`src/rscl_params.svh`:
```
/*
  Offsets, field positions, reset values and address windows of the
  ROM select, cacheability and interrupt latch register bank.
  Assumes inclusion by its bare name from the top module.
*/
`ifndef RSCL_PARAMS_SVH
`define RSCL_PARAMS_SVH

// Register indices; byte address on APB is four times the index
`define RSCL_IDX_ROM_WRITE 8'h26
`define RSCL_IDX_ROM_AREA 8'h2D
`define RSCL_IDX_CACHE_AREA 8'h2E
`define RSCL_IDX_RESERVED 8'h2F

// Field positions
`define RSCL_BIT_ROM_WRITE_EN 7
`define RSCL_BIT_MOUSE_PASS 7
`define RSCL_BIT_KBD_PASS 6
`define RSCL_ROM_AREA_MSB 5
`define RSCL_CACHE_AREA_LSB 4

// Reset values
`define RSCL_RST_ROM_WRITE 8'h00
`define RSCL_RST_ROM_AREA 8'hC0
`define RSCL_RST_CACHE_AREA 8'h00
`define RSCL_RST_RESERVED 8'h00

// Address windows
`define RSCL_ROM_BASE 32'h000C0000
`define RSCL_ROM_TOP 32'h000EFFFF
`define RSCL_CACHE_BASE 32'h000C0000
`define RSCL_CACHE_TOP 32'h000FFFFF
`define RSCL_KBD_DATA_PORT 16'h0060

`endif

```
`src/rscl_pkg.sv`:
```
/*
  Types shared by the register bank: the host cycle carrier and the
  decoded register selection.
  Assumes rscl_params.svh for the numeric constants.
*/
package rscl_pkg;

  // One host processor cycle as seen by the decoders
  typedef struct packed {
    logic active;
    logic is_io;
    logic is_write;
    logic [31:0] addr;
  } rscl_cycle_type;

  // Which register an APB address selects
  typedef enum {
    RSCL_SEL_NONE,
    RSCL_SEL_ROM_WRITE,
    RSCL_SEL_ROM_AREA,
    RSCL_SEL_CACHE_AREA,
    RSCL_SEL_RESERVED
  } rscl_sel_type;

endpackage

```
`src/rscl_top.sv`:
```
/*
  ROM chip select, internal cache area and interrupt latch register bank
  with its APB slave and the logic the registers steer.
  Assumes host cycle fields and interrupt lines synchronous to clk, and
  an APB master that holds each request until pready is sampled high.
*/
// Functional notes
// Bit 7 zero latches mouse interrupt, resets one
// Port 60h I/O read clears held mouse interrupt
// Bit 6 likewise for keyboard interrupt, resets one
// Bits 5:0 enable ROM select per 32KB area
// Bit 0 at C0000h, ascending, bit 5 E8000h
// ROM select on writes needs ROM write enable
// Bits 7:4 mark 64KB areas internally cacheable
// Bit 4 C0000h up to bit 7 F0000h
// Software writes zeros to reserved bits
// Active-low ROM select decoded from current cycle
`timescale 1ns/10ps
`include "rscl_params.svh"

module rscl_top (
  // Clock and reset
  input wire logic clk,
  input wire logic reset_n,
  // APB slave
  input wire logic psel,
  input wire logic penable,
  input wire logic pwrite,
  input wire logic [31:0] paddr,
  input wire logic [31:0] pwdata,
  input wire logic [3:0] pstrb,
  output logic [31:0] prdata,
  output logic pready,
  output logic pslverr,
  // Host processor cycle
  input wire logic host_cycle_active,
  input wire logic host_cycle_is_io,
  input wire logic host_cycle_is_write,
  input wire logic [31:0] host_cycle_addr,
  // Interrupt lines in and out
  input wire logic mouse_interrupt_in,
  input wire logic keyboard_interrupt_in,
  output logic mouse_interrupt,
  output logic keyboard_interrupt,
  // Decoded memory controls
  output logic rom_select_n,
  output logic l1_cacheable
);

  ////////////////////////////////////////////////////////////////////////
  // Decode helpers

  // Index of the 32KB ROM area that holds an address
  function automatic logic [2:0] rom_area_of(input logic [31:0] a);
    logic [31:0] off;
    off = a - `RSCL_ROM_BASE;
    rom_area_of = off[17:15];
  endfunction

  // Index of the 64KB cacheable area that holds an address
  function automatic logic [1:0] cache_area_of(input logic [31:0] a);
    logic [31:0] off;
    off = a - `RSCL_CACHE_BASE;
    cache_area_of = off[17:16];
  endfunction

  // Register selected by an APB byte address
  function automatic rscl_pkg::rscl_sel_type sel_of(input logic [31:0] a);
    logic [7:0] idx;
    idx = a[9:2];
    sel_of = rscl_pkg::RSCL_SEL_NONE;
    if (a[31:10] == 22'h000000 && a[1:0] == 2'h0) begin
      case (idx)
        `RSCL_IDX_ROM_WRITE: sel_of = rscl_pkg::RSCL_SEL_ROM_WRITE;
        `RSCL_IDX_ROM_AREA: sel_of = rscl_pkg::RSCL_SEL_ROM_AREA;
        `RSCL_IDX_CACHE_AREA: sel_of = rscl_pkg::RSCL_SEL_CACHE_AREA;
        `RSCL_IDX_RESERVED: sel_of = rscl_pkg::RSCL_SEL_RESERVED;
        default: sel_of = rscl_pkg::RSCL_SEL_NONE;
      endcase
    end
  endfunction

  ////////////////////////////////////////////////////////////////////////
  // Registers

  logic [7:0] rom_write_control_reg;
  logic [7:0] rom_area_select_and_irq_latch_reg;
  logic [7:0] internal_cache_area_enable_reg;
  logic [7:0] reserved_zero_reg;
  logic [31:0] prdata_reg;
  logic pslverr_reg;

  logic [7:0] rom_write_control_next;
  logic [7:0] rom_area_select_and_irq_latch_next;
  logic [7:0] internal_cache_area_enable_next;
  logic [7:0] reserved_zero_next;
  logic [31:0] prdata_next;
  logic pslverr_next;

  ////////////////////////////////////////////////////////////////////////
  // APB slave

  // Zero wait states: read data is captured in the setup cycle so that
  // it comes from a flip-flop during the access phase
  rscl_pkg::rscl_sel_type apb_sel;
  assign apb_sel = sel_of(paddr);
  wire apb_setup = psel & ~penable;
  wire apb_access = psel & penable;
  wire apb_write = apb_access & pwrite & pstrb[0];
  wire apb_mapped = (apb_sel != rscl_pkg::RSCL_SEL_NONE);

  wire wr_rom_write = apb_write & (apb_sel == rscl_pkg::RSCL_SEL_ROM_WRITE);
  wire wr_rom_area = apb_write & (apb_sel == rscl_pkg::RSCL_SEL_ROM_AREA);
  wire wr_cache_area = apb_write & (apb_sel == rscl_pkg::RSCL_SEL_CACHE_AREA);
  wire wr_reserved = apb_write & (apb_sel == rscl_pkg::RSCL_SEL_RESERVED);

  // Only the enable bit of the ROM write control register exists
  wire [7:0] rom_write_mask = 8'h80;

  // Reserved bits outside the ROM write control register are stored as written;
  // a nonzero write has no effect on the decoders, software is expected to keep them zero
  assign rom_write_control_next = wr_rom_write ?
    (pwdata[7:0] & rom_write_mask) : rom_write_control_reg;
  assign rom_area_select_and_irq_latch_next = wr_rom_area ?
    pwdata[7:0] : rom_area_select_and_irq_latch_reg;
  assign internal_cache_area_enable_next = wr_cache_area ?
    pwdata[7:0] : internal_cache_area_enable_reg;
  assign reserved_zero_next = wr_reserved ? pwdata[7:0] : reserved_zero_reg;

  wire [7:0] read_byte =
    (apb_sel == rscl_pkg::RSCL_SEL_ROM_WRITE) ? rom_write_control_reg :
    (apb_sel == rscl_pkg::RSCL_SEL_ROM_AREA) ? rom_area_select_and_irq_latch_reg :
    (apb_sel == rscl_pkg::RSCL_SEL_CACHE_AREA) ? internal_cache_area_enable_reg :
    (apb_sel == rscl_pkg::RSCL_SEL_RESERVED) ? reserved_zero_reg :
    8'h00;

  assign prdata_next = apb_setup ? {24'h000000, read_byte} : prdata_reg;
  assign pslverr_next = apb_setup ? ~apb_mapped : pslverr_reg;

  always_ff @(posedge clk or negedge reset_n) begin
    if (!reset_n) begin
      rom_write_control_reg <= `RSCL_RST_ROM_WRITE;
      rom_area_select_and_irq_latch_reg <= `RSCL_RST_ROM_AREA;
      internal_cache_area_enable_reg <= `RSCL_RST_CACHE_AREA;
      reserved_zero_reg <= `RSCL_RST_RESERVED;
      prdata_reg <= 32'h00000000;
      pslverr_reg <= 1'b0;
    end else begin
      rom_write_control_reg <= rom_write_control_next;
      rom_area_select_and_irq_latch_reg <= rom_area_select_and_irq_latch_next;
      internal_cache_area_enable_reg <= internal_cache_area_enable_next;
      reserved_zero_reg <= reserved_zero_next;
      prdata_reg <= prdata_next;
      pslverr_reg <= pslverr_next;
    end
  end

  assign prdata = prdata_reg;
  assign pready = 1'b1;
  // Error is reported only in the access phase
  assign pslverr = apb_access & pslverr_reg;

  ////////////////////////////////////////////////////////////////////////
  // Host cycle decode

  wire rscl_pkg::rscl_cycle_type cycle = '{
    active: host_cycle_active,
    is_io: host_cycle_is_io,
    is_write: host_cycle_is_write,
    addr: host_cycle_addr
  };

  wire mem_cycle = cycle.active & ~cycle.is_io;
  wire kbd_data_read = cycle.active & cycle.is_io & ~cycle.is_write &
    (cycle.addr[15:0] == `RSCL_KBD_DATA_PORT);

  ////////////////////////////////////////////////////////////////////////
  // ROM chip select

  wire in_rom_window = (cycle.addr >= `RSCL_ROM_BASE) &&
    (cycle.addr <= `RSCL_ROM_TOP);
  wire [2:0] rom_area = rom_area_of(cycle.addr);
  wire [5:0] rom_area_en =
    rom_area_select_and_irq_latch_reg[`RSCL_ROM_AREA_MSB:0];
  wire rom_area_hit = in_rom_window & rom_area_en[rom_area];
  wire rom_write_en = rom_write_control_reg[`RSCL_BIT_ROM_WRITE_EN];
  // Writes reach the ROM only when flash updates are allowed
  wire rom_dir_ok = ~cycle.is_write | rom_write_en;

  // Pure decode of the live cycle so no wait state is added
  assign rom_select_n = ~(mem_cycle & rom_area_hit & rom_dir_ok);

  ////////////////////////////////////////////////////////////////////////
  // Internal cache area

  wire in_cache_window = (cycle.addr >= `RSCL_CACHE_BASE) &&
    (cycle.addr <= `RSCL_CACHE_TOP);
  wire [1:0] cache_area = cache_area_of(cycle.addr);
  wire [3:0] cache_area_en =
    internal_cache_area_enable_reg[7:`RSCL_CACHE_AREA_LSB];
  // Bit 4 is C0000h, bit 7 is F0000h
  assign l1_cacheable = mem_cycle & in_cache_window &
    cache_area_en[cache_area];

  ////////////////////////////////////////////////////////////////////////
  // Interrupt latches

  // Index 0 is the keyboard line, index 1 the mouse line
  wire [1:0] irq_in = {mouse_interrupt_in, keyboard_interrupt_in};
  wire [1:0] irq_pass = {
    rom_area_select_and_irq_latch_reg[`RSCL_BIT_MOUSE_PASS],
    rom_area_select_and_irq_latch_reg[`RSCL_BIT_KBD_PASS]
  };
  logic [1:0] irq_out;

  genvar gi;
  generate
    for (gi = 0; gi < 2; gi = gi + 1) begin : g_irq
      logic held_reg;
      logic held_next;

      // Pass-through keeps the flop following the line, so switching to
      // latched mode while the line is high shows no false low cycle.
      // A rising line in the same cycle as the clearing read stays held,
      // so an interrupt raised during the data read is not lost
      assign held_next = irq_pass[gi] ? irq_in[gi] :
        (irq_in[gi] ? 1'b1 : (kbd_data_read ? 1'b0 : held_reg));

      always_ff @(posedge clk or negedge reset_n) begin
        if (!reset_n) begin
          held_reg <= 1'b0;
        end else begin
          held_reg <= held_next;
        end
      end

      // Pass-through mode forwards the live line unlatched
      assign irq_out[gi] = irq_pass[gi] ? irq_in[gi] : held_reg;
    end
  endgenerate

  assign keyboard_interrupt = irq_out[0];
  assign mouse_interrupt = irq_out[1];

endmodule

```
`config.mk`:
```
export PLATFORM = sky130hd
export DESIGN_NAME = rscl_top
export DESIGN_NICKNAME = d
export VERILOG_FILES = /design/src/rscl_pkg.sv /design/src/rscl_top.sv
export VERILOG_INCLUDE_DIRS = /design/src
export SDC_FILE = /design/constraint.sdc
export NUM_CORES = 1
export LEC_CHECK = 0
export BUFFER_PORTS_ARGS = -buffer_cell sky130_fd_sc_hd__buf_2
export CELL_PAD_IN_SITES_DETAIL_PLACEMENT = 0
export CELL_PAD_IN_SITES_GLOBAL_PLACEMENT = 1
export CORE_ASPECT_RATIO = 0.9
export CORE_MARGIN = 2
export CORE_UTILIZATION = 31
export CTS_CLUSTER_SIZE = 25
export DETAILED_ROUTE_END_ITERATION = 10
export GPL_TIMING_DRIVEN = 0
export PLACE_DENSITY = 0.86
export SETUP_SLACK_MARGIN = 0.5
export SYNTH_ARGS = -nofsm -noshare
export SYNTH_HDL_FRONTEND = slang
export SYNTH_SLANG_ARGS = --single-unit
```
`constraint.sdc`:
```
create_clock -name clk -period 2.7 [get_ports clk]
set_input_delay 0.27 -clock clk [delete_from_list [all_inputs] [get_ports clk]]
set_output_delay 0.27 -clock clk [all_outputs]
set_load 0.005 [all_outputs]
```
==> metrics.txt <==
status finished, final reports clean; fin nets ~450; Vias per Instance about 4.6; worst reg2reg path startpoint rom_area_select_and_irq_latch_reg[7]; Placed Cells about 420; Req. time, crit path ~2900 ps; Detail Route Antenna Nets 0; RSZ-0062 raised after global routing false; worst hold-check path type in2async; DP Area ~2800 um2; Register-to-Register Setup Slack roughly 1600 ps; f_max approximately 0.47 GHz; Critical Path Fanout Max 6; post-synthesis sequential area ratio between 40% and 50%; Async SR Flop Fraction 100%; family with the most delay on the worst path simple AND/OR/NAND/NOR gates; worst vdd ir roughly 0.00016 V; Layout area overhead 36.7%; part of the cycle the worst path needs 78.1%; I/O Buffers 95; register area around 900 um2; slew margin rel. between 40% and 50%; clock transition at the registers of the reported paths 70 ps; Initial Util between 30% and 40%; Synth Flop Type dfrtp_1; pwr dens ~360 nW/um2; vias in the first global route 1839; CTS tree yes; core area 6620 um2; CP arrival 2280 ps; DIE WIDTH 91.5 um; Final setup viols 0; critical path capture point type register; final wirelength about 5500 um; CTS buffer count 5; Die Y about 83 um; drt first-iter violations 85; H-tree depth 2; clk root buf clkbuf_8; clk_lat worst skew just under 300 ps; initial antenna violation count 0; worst slew pin tran 787 ps; GRT Total Usage 14.4%; Placer Congestion 0.784; reg-to-reg endpoint prdata[7]; Post-synth EDFFs 0; Residual DRC 0; max-slew violations 0; num ports 148; first-pass GRT wire length between 8000 and 9000 um; flops & latches, synth 36; CP startpoint kind input port; routed via count 1984; Period minus WS final ~2100 ps; Avg Synthesized Cell Area 9.93 um2; hold_buf cts 0; setup TNS 0 ps; clock sinks 36; # diodes 0; crit path kind in2reg; largest net degree at the start of global routing 37; Worst path max stage delay around 490 ps; MaxCap Viol Count 0; Max Buffers Root-to-Sink 2; DRT Pass-1 Iters 4; total power 0.00104 W; FILL cells 672; Slowest-stage cell, CP or3_4; die area between 7000 and 8000 um2; Synth Cell Area 2140 um2; Worst Path Buf+Inv 2; final worst slack ~600 ps; Layout Cells excl Fill ~430; CP startpoint paddr[29]; leakage roughly 1.5 nW; synth unique cells 36; total grt overflow 0; layout cells sized above 1 49.3%; Synth Warn # 0; Synth Instances between 200 and 250; Fin. Hold Viols 0; area occupied by multi-input gates 1090 um2; cell area after layout about 2900 um2; row count 28; pre-CTS WS 117 ps; post-DP HPWL 4340 um; Register-to-Register Path Depth 4; Critical Path, Cell by Cell buf_2 > nor4_2 > nand4_1 > or3_4 > nor4_4 > buf_4 > mux2_2; clock skew 4.89 ps; WL/cell approximately 13 um
[worst reg2reg max path: stages, from the launching register on]
cell and delay, ps:
dfstp_2 560, nor3_1 50, o21ai_0 160, a22oi_1 90, o21ai_0 180
[where the power goes]
part / internal [W] / switching, W / total [W]
combinational: 0.0000772 / 0.0000663 / 0.000143
sequential: 0.000541 / 0.000000892 / 0.000542
clock: 0.000175 / 0.000184 / 0.000359
[Yosys cell counts (2+ instances only)]
cell type / number / area share, %
dfrtp_1: 34 / 40
mux2_2: 26 / 14
buf_4: 25 / 8.8
nand2_1: 19 / 3.3
o21ai_0: 16 / 3.7
nor2_1: 12 / 2.1
inv_1: 11 / 1.9
nand2b_1: 11 / 3.2
nor4_1: 10 / 2.9
a21oi_1: 8 / 1.9
nor3_1: 6 / 1.4
nand4_1: 3 / 0.88
and3_1: 2 / 0.59
clkbuf_1: 2 / 0.35
conb_1: 2 / 0.35
dfstp_2: 2 / 2.5
mux4_2: 2 / 2.1
nand3_1: 2 / 0.47
nand4b_1: 2 / 0.82
nor4b_1: 2 / 0.82
o21bai_1: 2 / 0.70
or4b_2: 2 / 0.94
[kinds of logic (layout without fill, tap and decap cells)]
kind of cell	Yosys count	after routing	synth area share, %
DFF	36	36	42.3
buffers and inverters	38	143	11.1
other	2	25	0.352
and+or+nand+nor	79	79	21.6
AOI/OAI and AO/OA	31	31	8.44
muxes	29	29	16.3
[layout make-up]
type,instances,share of cell area [%]
clock inverter,1,0.171
clock buffer,6,2.49
buffer,27,6.69
tap,90,3.86
timing repair buffer,98,17.1
inverter,11,1.41
multi-input combinational,164,37.4
sequential,36,30.9
[placed cells by master (no fill, tap or decap), types with 3 or more instances in the layout]
master,instances
a21oi_1,8
buf_2,95
buf_4,28
clkbuf_1,3
clkbuf_8,5
conb_1,25
dfrtp_1,34
inv_1,11
mux2_2,26
nand2_1,18
nand2b_1,11
nand4_1,3
nor2_1,12
nor3_1,6
nor4_1,9
o21ai_0,16
[timing repair]
item | 4_1_cts | 5_1_grt
endpoints found under the hold margin | 0 | 0
gates resized for setup | 0 | 2
buffers inserted | 2 | 1
pin swaps | 1 | 1
endpoints found under the setup margin | 8 | 12
[worst max-delay path by stage]
stage	slack (ps)	depth (start not counted)	endpoint
after floorplan	660	5	reserved_zero_reg[0]
after global placement	150	6	reserved_zero_reg[5]
after detailed placement	120	6	reserved_zero_reg[6]
after CTS	530	7	reserved_zero_reg[6]
after global routing	480	7	reserved_zero_reg[6]
final	590	7	reserved_zero_reg[6]
[stage by stage]
step                      hold WS (ps)  util (%)
after floorplan                  -25.6         -
after global placement             388      42.4
after detailed placement           400      42.4
after CTS                         82.9      43.8
after global routing               117      44.1
final                             56.3      44.1
[metal layers]
layer  GRT usage [%]  part of all wire [%]
met5               0                     0
met4            4.70                   1.2
met3            5.17                   8.6
met2            25.3                    50
met1            16.7                    41
No activity file was read; power rests on OpenSTA's default activity.
